**config.mk**
```make
export PLATFORM = sky130hd
export DESIGN_NAME = ddc_core
export DESIGN_NICKNAME = d
export VERILOG_FILES = /design/src/design/ddc_pkg.sv /design/src/design/ddc_core.sv
export SDC_FILE = /design/constraint.sdc
export NUM_CORES = 2
export LEC_CHECK = 0
export BUFFER_PORTS_ARGS = -buffer_cell sky130_fd_sc_hd__buf_2
export CAP_MARGIN = 30
export CORE_UTILIZATION = 36
export CTS_CLUSTER_DIAMETER = 40
export DETAILED_ROUTE_END_ITERATION = 8
export GPL_TIMING_DRIVEN = 0
export MAX_ROUTING_LAYER = met4
export PLACE_DENSITY = 0.49
export SLEW_MARGIN = 40
export SYNTH_ARGS = -nofsm -noshare
export SYNTH_HDL_FRONTEND = slang
export SYNTH_SLANG_ARGS = --single-unit
```
**constraint.sdc**
```tcl
create_clock -name MCLK -period 13.4 [get_ports MCLK]
set_clock_uncertainty 0.15 [all_clocks]
set_input_delay 2.68 -clock MCLK [delete_from_list [all_inputs] [get_ports MCLK]]
set_output_delay 2.68 -clock MCLK [all_outputs]
set_load 0.02 [all_outputs]
```
**src/design/ddc_pkg.sv**
```systemverilog
// Shared constants for the synthesizer core: register indices, fields, resets
package ddc_pkg;
    // ------------------------------------------------------------------
    // Register indices on the register write and read ports
    // ------------------------------------------------------------------
    localparam logic [7:0] ADDR_CONTROL_ONE = 8'h00;
    localparam logic [7:0] ADDR_FREQ_TUNING = 8'h03;
    localparam logic [7:0] ADDR_PHASE_OFFSET = 8'h04;
    localparam logic [7:0] ADDR_MODULUS_BX = 8'h06;
    localparam logic [7:0] ADDR_MODULUS_A = 8'h07;
    localparam logic [7:0] ADDR_PROFILE_BASE = 8'h09;
    localparam logic [7:0] ADDR_PROFILE_LAST = 8'h10;
    localparam logic [7:0] ADDR_STATUS = 8'h20;
    // ------------------------------------------------------------------
    // Field positions of the first control register
    // ------------------------------------------------------------------
    localparam int CTL_SINE_BIT = 0;
    localparam int CTL_AUX_EN_BIT = 11;
    localparam int CTL_DEST_LSB = 12;
    localparam int CTL_DIRECT_BIT = 16;
    localparam int CTL_PROFILE_LSB = 20;
    localparam int CTL_SOURCE_BIT = 27;
    localparam logic [1:0] DEST_FREQ = 2'h0;
    localparam logic [1:0] DEST_PHASE = 2'h1;
    // ------------------------------------------------------------------
    // Profile word layout: tuning word low, phase offset above it
    // ------------------------------------------------------------------
    localparam int PROF_POW_LSB = 32;
    // ------------------------------------------------------------------
    // Reset values
    // ------------------------------------------------------------------
    localparam logic [31:0] RST_CONTROL_ONE = 32'h0000_0000;
    localparam logic [31:0] RST_FREQ_TUNING = 32'h0000_0000;
    localparam logic [13:0] RST_PHASE_OFFSET = 14'h0000;
    localparam logic [63:0] RST_MODULUS_BX = 64'h0000_0000_0000_0000;
    localparam logic [31:0] RST_MODULUS_A = 32'h0000_0000;
    // ------------------------------------------------------------------
    // Timing and datapath constants
    // ------------------------------------------------------------------
    localparam int SYNC_CLK_DIV = 4;
    localparam logic [13:0] QUARTER_TURN = 14'h1000;
    localparam logic [9:0] DAC_MIDSCALE = 10'h200;
endpackage

```
**src/design/ddc_core.sv**
```systemverilog
// Synthesizer core: profile and mode control, accumulators, sample FIFO
`timescale 1ns/1ps
`default_nettype none

// ----------------------------------------------------------------------
// Sample FIFO
// ----------------------------------------------------------------------
module ddc_fifo #(
    parameter int WIDTH = 10,
    parameter int DEPTH = 32
) (
    input wire logic clk, // Clock
    input wire logic rst_n, // Asynchronous reset, active low
    input wire logic in_valid, // Write request
    output logic in_ready, // Room available
    input wire logic [WIDTH-1:0] in_data, // Write data
    output logic out_valid, // Data available
    input wire logic out_ready, // Read acknowledge
    output logic [WIDTH-1:0] out_data // Head of queue
);
    localparam int AW = $clog2(DEPTH);

    typedef struct packed {
        logic [DEPTH-1:0][WIDTH-1:0] mem;
        logic [AW-1:0] wptr;
        logic [AW-1:0] rptr;
        logic [AW:0] count;
    } ddc_fifo_state_t;

    ddc_fifo_state_t s;
    ddc_fifo_state_t next_s;
    logic do_wr;
    logic do_rd;

    assign in_ready = (s.count != (AW+1)'(DEPTH));
    assign out_valid = (s.count != '0);
    assign out_data = s.mem[s.rptr];
    assign do_wr = in_valid && in_ready;
    assign do_rd = out_valid && out_ready;

    always_comb begin
        next_s = s;
        if (do_wr) begin
            next_s.mem[s.wptr] = in_data;
            next_s.wptr = (s.wptr == AW'(DEPTH - 1)) ? '0 : s.wptr + 1'b1;
        end
        if (do_rd) begin
            next_s.rptr = (s.rptr == AW'(DEPTH - 1)) ? '0 : s.rptr + 1'b1;
        end
        if (do_wr && !do_rd) begin
            next_s.count = s.count + 1'b1;
        end else if (do_rd && !do_wr) begin
            next_s.count = s.count - 1'b1;
        end
    end

    always_ff @(posedge clk or negedge rst_n) begin
        if (!rst_n) begin
            s <= '0;
        end else begin
            s <= next_s;
        end
    end
endmodule // ddc_fifo

// ----------------------------------------------------------------------
// Core top
// ----------------------------------------------------------------------
module ddc_core #(
    parameter int FIFO_DEPTH = 32,
    parameter int DAC_WIDTH = 10
) (
    input wire logic MCLK, // System sample clock
    input wire logic RESETN, // Asynchronous reset, active low
    input wire logic REG_WR, // Register write strobe
    input wire logic REG_RD, // Register read strobe
    input wire logic [7:0] REG_ADDR, // Register index
    input wire logic [63:0] REG_WDATA, // Write data, low aligned
    output logic [63:0] REG_RDATA, // Read data
    output logic REG_RVALID, // Read data valid pulse
    input wire logic IO_UPDATE, // Update strobe pin
    input wire logic [2:0] PROFILE_SELECT_PINS, // External profile code
    input wire logic PORT_TYPE_SELECT, // Low serial, high parallel
    output logic SYNC_CLK, // Divided clock for pin timing
    output logic [DAC_WIDTH-1:0] DAC_DATA, // Converter sample, offset binary
    output logic DAC_VALID, // Sample valid
    input wire logic DAC_READY // Converter takes sample
);
    // ------------------------------------------------------------------
    // Angle to amplitude: parabolic half-wave shape per half cycle
    // ------------------------------------------------------------------
    function automatic logic [DAC_WIDTH-1:0] ddc_amplitude(input logic [13:0] ang);
        logic [12:0] x;
        logic [25:0] prod;
        logic [8:0] mag;
        x = ang[12:0];
        prod = 26'(x) * 26'(14'h2000 - 14'(x));
        if (prod[24]) begin
            // Exact peak overflows the magnitude field; clamp to full scale
            mag = 9'h1FF;
        end else begin
            mag = prod[23:15];
        end
        return ang[13] ? ddc_pkg::DAC_MIDSCALE - 10'(mag)
                       : ddc_pkg::DAC_MIDSCALE + 10'(mag);
    endfunction

    localparam int DIVW = $clog2(ddc_pkg::SYNC_CLK_DIV);

    typedef struct packed {
        logic [31:0] buf_ctl;
        logic [31:0] buf_ftw;
        logic [13:0] buf_pow;
        logic [63:0] buf_bx;
        logic [31:0] buf_a;
        logic [31:0] ctl;
        logic [31:0] freq_tuning_word;
        logic [13:0] phase_offset_word;
        logic [63:0] bx;
        logic [31:0] a;
        logic [7:0][45:0] prof;
        logic [2:0] int_profile;
        logic [2:0] profile;
        logic [1:0][2:0] pin_sync;
        logic [1:0] upd_sync;
        logic [1:0] par_sync;
        logic upd_prev;
        logic [31:0] phase;
        logic [31:0] aux;
        logic [DIVW-1:0] div;
        logic sync_clk;
        logic [63:0] rdata;
        logic rvalid;
        logic [DAC_WIDTH-1:0] dac_data;
        logic dac_valid;
    } ddc_state_t;

    ddc_state_t s;
    ddc_state_t next_s;
    logic fifo_in_ready;
    logic fifo_out_valid;
    logic fifo_out_ready;
    logic [DAC_WIDTH-1:0] fifo_out_data;
    logic [DAC_WIDTH-1:0] sample;
    logic update;
    logic use_internal;
    logic direct_mode;
    logic modulus_mode;
    logic [1:0] dest;
    logic [31:0] step;
    logic [13:0] offset;
    logic [32:0] aux_sum;
    logic carry;
    logic [13:0] angle;
    logic [2:0] prof_idx;

    // ------------------------------------------------------------------
    // Mode and profile decode
    // ------------------------------------------------------------------
    assign update = s.upd_sync[1] && !s.upd_prev;
    assign use_internal = s.par_sync[1] || s.ctl[ddc_pkg::CTL_SOURCE_BIT];
    assign direct_mode = s.ctl[ddc_pkg::CTL_DIRECT_BIT];
    assign modulus_mode = s.ctl[ddc_pkg::CTL_AUX_EN_BIT] && !direct_mode;
    assign dest = s.ctl[ddc_pkg::CTL_DEST_LSB +: 2];
    assign fifo_out_ready = !s.dac_valid || DAC_READY;

    always_comb begin
        step = s.freq_tuning_word;
        offset = s.phase_offset_word;
        if (direct_mode) begin
            if (dest == ddc_pkg::DEST_FREQ) begin
                step = s.prof[s.profile][31:0];
            end else if (dest == ddc_pkg::DEST_PHASE) begin
                offset = s.prof[s.profile][ddc_pkg::PROF_POW_LSB +: 14];
            end
        end else if (modulus_mode) begin
            step = s.bx[63:32];
        end
    end

    // Auxiliary accumulator wraps at X; each wrap is one extra phase LSB
    assign aux_sum = {1'b0, s.aux} + {1'b0, s.a};
    assign carry = modulus_mode && (aux_sum >= {1'b0, s.bx[31:0]});

    // Offset joins the phase ahead of amplitude conversion
    assign angle = s.phase[31:18] + offset
                   + (s.ctl[ddc_pkg::CTL_SINE_BIT] ? 14'h0000 : ddc_pkg::QUARTER_TURN);
    assign sample = ddc_amplitude(angle);

    // ------------------------------------------------------------------
    // Next state
    // ------------------------------------------------------------------
    always_comb begin
        next_s = s;
        prof_idx = REG_ADDR[2:0] - ddc_pkg::ADDR_PROFILE_BASE[2:0];
        // Pin synchronisers
        next_s.pin_sync[0] = PROFILE_SELECT_PINS;
        next_s.pin_sync[1] = s.pin_sync[0];
        next_s.upd_sync = {s.upd_sync[0], IO_UPDATE};
        next_s.par_sync = {s.par_sync[0], PORT_TYPE_SELECT};
        next_s.upd_prev = s.upd_sync[1];
        // Sync clock output
        if (s.div == DIVW'(ddc_pkg::SYNC_CLK_DIV / 2 - 1)) begin
            next_s.div = '0;
            next_s.sync_clk = !s.sync_clk;
        end else begin
            next_s.div = s.div + 1'b1;
        end
        // Register writes land in the buffers, profiles directly
        if (REG_WR) begin
            if (REG_ADDR == ddc_pkg::ADDR_CONTROL_ONE) begin
                next_s.buf_ctl = REG_WDATA[31:0];
            end else if (REG_ADDR == ddc_pkg::ADDR_FREQ_TUNING) begin
                next_s.buf_ftw = REG_WDATA[31:0];
            end else if (REG_ADDR == ddc_pkg::ADDR_PHASE_OFFSET) begin
                next_s.buf_pow = REG_WDATA[13:0];
            end else if (REG_ADDR == ddc_pkg::ADDR_MODULUS_BX) begin
                next_s.buf_bx = REG_WDATA;
            end else if (REG_ADDR == ddc_pkg::ADDR_MODULUS_A) begin
                next_s.buf_a = REG_WDATA[31:0];
            end else if (REG_ADDR >= ddc_pkg::ADDR_PROFILE_BASE
                         && REG_ADDR <= ddc_pkg::ADDR_PROFILE_LAST) begin
                next_s.prof[prof_idx] = REG_WDATA[45:0];
            end
        end
        // Update moves buffers into the active set
        if (update) begin
            next_s.ctl = s.buf_ctl;
            next_s.freq_tuning_word = s.buf_ftw;
            next_s.phase_offset_word = s.buf_pow;
            next_s.bx = s.buf_bx;
            next_s.a = s.buf_a;
            next_s.int_profile = s.buf_ctl[ddc_pkg::CTL_PROFILE_LSB +: 3];
        end
        // Profile code registered each clock from the chosen source
        next_s.profile = use_internal ? s.int_profile : s.pin_sync[1];
        // Accumulators step when the FIFO accepts a sample
        if (fifo_in_ready) begin
            next_s.phase = s.phase + step + {31'h0000_0000, carry};
            if (!modulus_mode) begin
                next_s.aux = 32'h0000_0000;
            end else if (carry) begin
                next_s.aux = 32'(aux_sum - {1'b0, s.bx[31:0]});
            end else begin
                next_s.aux = aux_sum[31:0];
            end
        end
        // Register reads
        next_s.rvalid = REG_RD;
        if (REG_RD) begin
            if (REG_ADDR == ddc_pkg::ADDR_CONTROL_ONE) begin
                next_s.rdata = {32'h0000_0000, s.ctl};
            end else if (REG_ADDR == ddc_pkg::ADDR_FREQ_TUNING) begin
                next_s.rdata = {32'h0000_0000, s.freq_tuning_word};
            end else if (REG_ADDR == ddc_pkg::ADDR_PHASE_OFFSET) begin
                next_s.rdata = {50'h0, s.phase_offset_word};
            end else if (REG_ADDR == ddc_pkg::ADDR_MODULUS_BX) begin
                next_s.rdata = s.bx;
            end else if (REG_ADDR == ddc_pkg::ADDR_MODULUS_A) begin
                next_s.rdata = {32'h0000_0000, s.a};
            end else if (REG_ADDR >= ddc_pkg::ADDR_PROFILE_BASE
                         && REG_ADDR <= ddc_pkg::ADDR_PROFILE_LAST) begin
                next_s.rdata = {18'h0, s.prof[prof_idx]};
            end else if (REG_ADDR == ddc_pkg::ADDR_STATUS) begin
                next_s.rdata = {26'h0, s.profile, modulus_mode, direct_mode, 1'b0, s.phase};
            end else begin
                next_s.rdata = 64'h0000_0000_0000_0000;
            end
        end
        // Output stage toward the converter
        if (fifo_out_ready) begin
            next_s.dac_valid = fifo_out_valid;
            next_s.dac_data = fifo_out_data;
        end
    end

    always_ff @(posedge MCLK or negedge RESETN) begin
        if (!RESETN) begin
            s <= '0;
            s.buf_ctl <= ddc_pkg::RST_CONTROL_ONE;
            s.buf_ftw <= ddc_pkg::RST_FREQ_TUNING;
            s.buf_pow <= ddc_pkg::RST_PHASE_OFFSET;
            s.buf_bx <= ddc_pkg::RST_MODULUS_BX;
            s.buf_a <= ddc_pkg::RST_MODULUS_A;
            s.ctl <= ddc_pkg::RST_CONTROL_ONE;
            s.freq_tuning_word <= ddc_pkg::RST_FREQ_TUNING;
            s.phase_offset_word <= ddc_pkg::RST_PHASE_OFFSET;
            s.bx <= ddc_pkg::RST_MODULUS_BX;
            s.a <= ddc_pkg::RST_MODULUS_A;
        end else begin
            s <= next_s;
        end
    end

    // ------------------------------------------------------------------
    // Sample FIFO and outputs
    // ------------------------------------------------------------------
    ddc_fifo #(
        .WIDTH(DAC_WIDTH),
        .DEPTH(FIFO_DEPTH)
    ) u_fifo (
        .clk(MCLK),
        .rst_n(RESETN),
        .in_valid(1'b1),
        .in_ready(fifo_in_ready),
        .in_data(sample),
        .out_valid(fifo_out_valid),
        .out_ready(fifo_out_ready),
        .out_data(fifo_out_data)
    );

    assign REG_RDATA = s.rdata;
    assign REG_RVALID = s.rvalid;
    assign SYNC_CLK = s.sync_clk;
    assign DAC_DATA = s.dac_data;
    assign DAC_VALID = s.dac_valid;
endmodule // ddc_core

`default_nettype wire

```
==> out/results.tsv <==
stage	metric	value	unit
route	post-route-drc-count	0	
synthesis	ys_ff_latch	1209	
setup_path	cpLargestDelayFamily	adder cells	
setup_path	cp_slowest_stage_delay	0.58	ns
setup_path	crit_required	13.93	ns
synthesis	syn_area	67100	um2
setup_path	r2r_slack	0.62	ns
route	initialDrtViolationCount	3345	
sta	min_period_over_period	95.4	%
setup_path	path_class	reg -> reg	
sta	clock.fmax	78.2	MHz
synthesis	yosysWarnings	0	
sta	hold_viol_final	0	
status	outcome	finished clean	
setup_path	rr_startpoint	s[154]	
clock_network	clock_latency	0.88	ns
clock_network	clkTransAtPathRegs	0.05	ns
placement	routabilityCongestion	0.971	
clock_network	cts_root_buf	clkbuf_16	
setup_path	path_buf_inv	10	
synthesis	seq_area_frac_synth	45.1	%
synthesis	synth_cell_types	82	
global_route	grt_pass1_wl	339000	um
synthesis	synth_area_per_cell	11.4	um2
sta	timing.slew.headroom	38.0	%
placement	io_buffers	157	
floorplan	die_w	434	um
setup_path	crit_fanout	12	
route	ant_nets	0	
floorplan	start_util	36.2	%
setup_path	setup.worst_path.end_class	flip-flop	
finish	drive_gt1_share	27.8	%
synthesis	synth.largest_area_cell	dfrtp_1	
synthesis	synthTopCellsByArea	dfrtp_1, mux2_2, mux4_2, ha_1, fa_1	
sta	rsz0062_at_grt	false	
finish	syn2layout_area_growth	18.6	%
setup_path	crit_cells	42	
clock_network	cts_tree	done	
synthesis	synth_edf_count	0	
route	drt-total-wl	229000	um
clock_network	htree_levels	4	
sta	max_slew.worst_pin.slew	0.931	ns
route	dr.pass1.iters	8	
sta	hold_ws	0.192	ns
floorplan	die_h	434	um
clock_network	cts_sinks	1209	
global_route	grt_pass1_vias	49865	
floorplan	core	185000	um2
global_route	gr-usage-all-layers	25.2	%
setup_path	endpoint	u_fifo.s[278]	
setup_path	critPathMostFrequentCell	fa_1	
run	maxCapViolCount	0	
floorplan	rows	158	
setup_path	cp-startpoint	s[154]	
sta	finalSetupViolations	0	
setup_path	crit_arrival	13.31	ns
clock_network	cts_made_buffers	210	
setup_path	reg2reg_depth	42	
sta	maxSlewViolCount	0	
min_path	hold_path.class	reg -> reg	
route	routedWlPerCell	25.6	um
setup_path	worstSetupStartpointType	flip-flop	
route	dr_total_vias	48381	
global_route	antenna_found_initial	20	
finish	fillers	17621	
global_route	grt_start_max_net_pins	101	
synthesis	synth_ff_type	dfrtp_1	
setup_path	slowest_stage	dfrtp_4	
finish	fin_nets	6725	
setup_path	regToRegEndpoint	u_fifo.s[278]	
synthesis	yosys.area.top_type_share	45.1	%
clock_network	clockBufferDepth	3	
floorplan	io_pins	159	
clock_network	ctsHoldBuffers	0	
synthesis	async_flop_share	100	%
sta	min_period	12.78	ns
placement	dp_hpwl	172000	um
route	routed_via_density	5.41	
global_route	overflow	0	
synthesis	netlist_instances	5875	
floorplan	dieArea	188000	um2
final cells by class:
cell class              count  area (um2)  share of cell area (%)
diodes                      8        20.0                  0.0251
plain buffers             486        2340                    2.94
clock buffers             238        5590                    7.02
clock inverters           161        2100                    2.64
inverters                 257         965                    1.21
multi-input cells        3930       34000                    42.7
flip-flops and latches   1209       30300                    38.0
well taps                2480        3100                    3.90
repair buffers            181        1270                    1.59
flip-flops by register name (all words and copies together), names as in the netlist:
signal	cells
DAC_VALID	1
u_fifo.s	336
direct_mode	1
next_s	6
REG_RDATA	64
s	787
SYNC_CLK	1
DAC_DATA	10
dest	2
REG_RVALID	1
routing by layer:
layer  global-route usage [%]  up-vias  part of all wire (%)
li1                         -    21783                     -
met1                     30.5    24934                    42
met2                     41.7     1245                    50
met3                     3.47      419                   4.1
met4                     11.0        0                   4.3
met5                        -        -                     0
what timing repair did:
action / 4_1_cts / 5_1_grt
setup endpoints to repair: 320 / 280
resized for setup: 32 / 49
pin swaps: 2 / 0
endpoints found under the hold margin: 0 / 0
setup buffers: 2 / 0
synth_stat cells (9+ instances only):
cell type,count
dfrtp_1,1209
mux2_2,748
nand2_1,598
o21ai_0,507
clkbuf_1,318
inv_1,257
mux2i_1,255
ha_1,234
mux4_2,192
nor2_1,179
a21oi_1,153
fa_1,134
xnor2_1,78
buf_4,74
nand2b_1,66
nand3_1,66
o21ai_1,65
o22ai_1,65
a21o_1,56
o211ai_1,51
buf_1,50
a22oi_1,49
xor2_1,47
buf_2,43
a221oi_1,41
nor3_1,38
nor2b_1,28
and3_1,23
o21bai_1,19
o21a_1,17
a41oi_1,16
o2111ai_1,16
or3_1,16
a211oi_1,11
a32oi_1,11
or2_2,10
and2_1,9
nand4_1,9
worst register-to-register path: cells and delay by family (launching register included):
family	cells	cell delay [ns]
buffers and inverters	10	2.14
DFF	1	0.58
xor gates and xnor gates	2	0.75
muxes	2	1.02
AOI/OAI and AO/OA	12	2.67
and+or+nand+nor	5	1.07
adders and majority gates	11	4.24
worst min-delay path by stage:
stage               cells after the start     endpoint        start
finish                                  0       s[145]  next_s[145]
global route                            0       s[145]  next_s[145]
detailed placement                      0       s[153]  next_s[153]
floorplan                               0  next_s[143]  next_s[147]
global placement                        0       s[145]  next_s[145]
CTS                                     0       s[145]  next_s[145]
through the flow:
step | utilization (%) | area [um2] | setup WS (ns) | setup TNS, ns | cells
floorplan | - | 67200 | 1.38 | 0 | 5884
global placement | 38.4 | 71000 | -18.63 | - | 8521
detailed placement | 38.7 | 71700 | -2.64 | -551.51 | 8542
CTS | 42.9 | 79500 | 0.0490 | 0 | 8941
global route | 43.0 | 79600 | 0.00222 | 0 | 8948
finish | 43.0 | 79600 | 0.619 | 0 | 8950
logic make-up (layout without fill, tap and decap cells):
kind of cell | after synthesis | count (layout) | share of synthesized area [%]
flops | 1209 | 1209 | 45.1
buf+inv | 745 | 1323 | 4.69
mux | 1195 | 1195 | 22.8
other cells | 2 | 19 | 0.0112
xor+xnor | 126 | 126 | 1.66
fa+ha+maj | 368 | 368 | 8.36
simple gates | 1080 | 1080 | 7.05
compound gates | 1150 | 1150 | 10.4
cells in the final DEF, fill, tap and decap left out, drive strengths merged, types with 192 or more instances in the layout:
cell type,synthesis,layout
mux2,748,748
inv,257,294
dfrtp,1209,1209
mux2i,255,255
buf,170,345
ha,234,234
nand2,598,598
mux4,192,192
clkbuf,318,560
o21ai,573,573
Power is left out: the tool's default activity adds up to more than one toggle a clock period on the data nets, which glitch-free logic cannot reach.
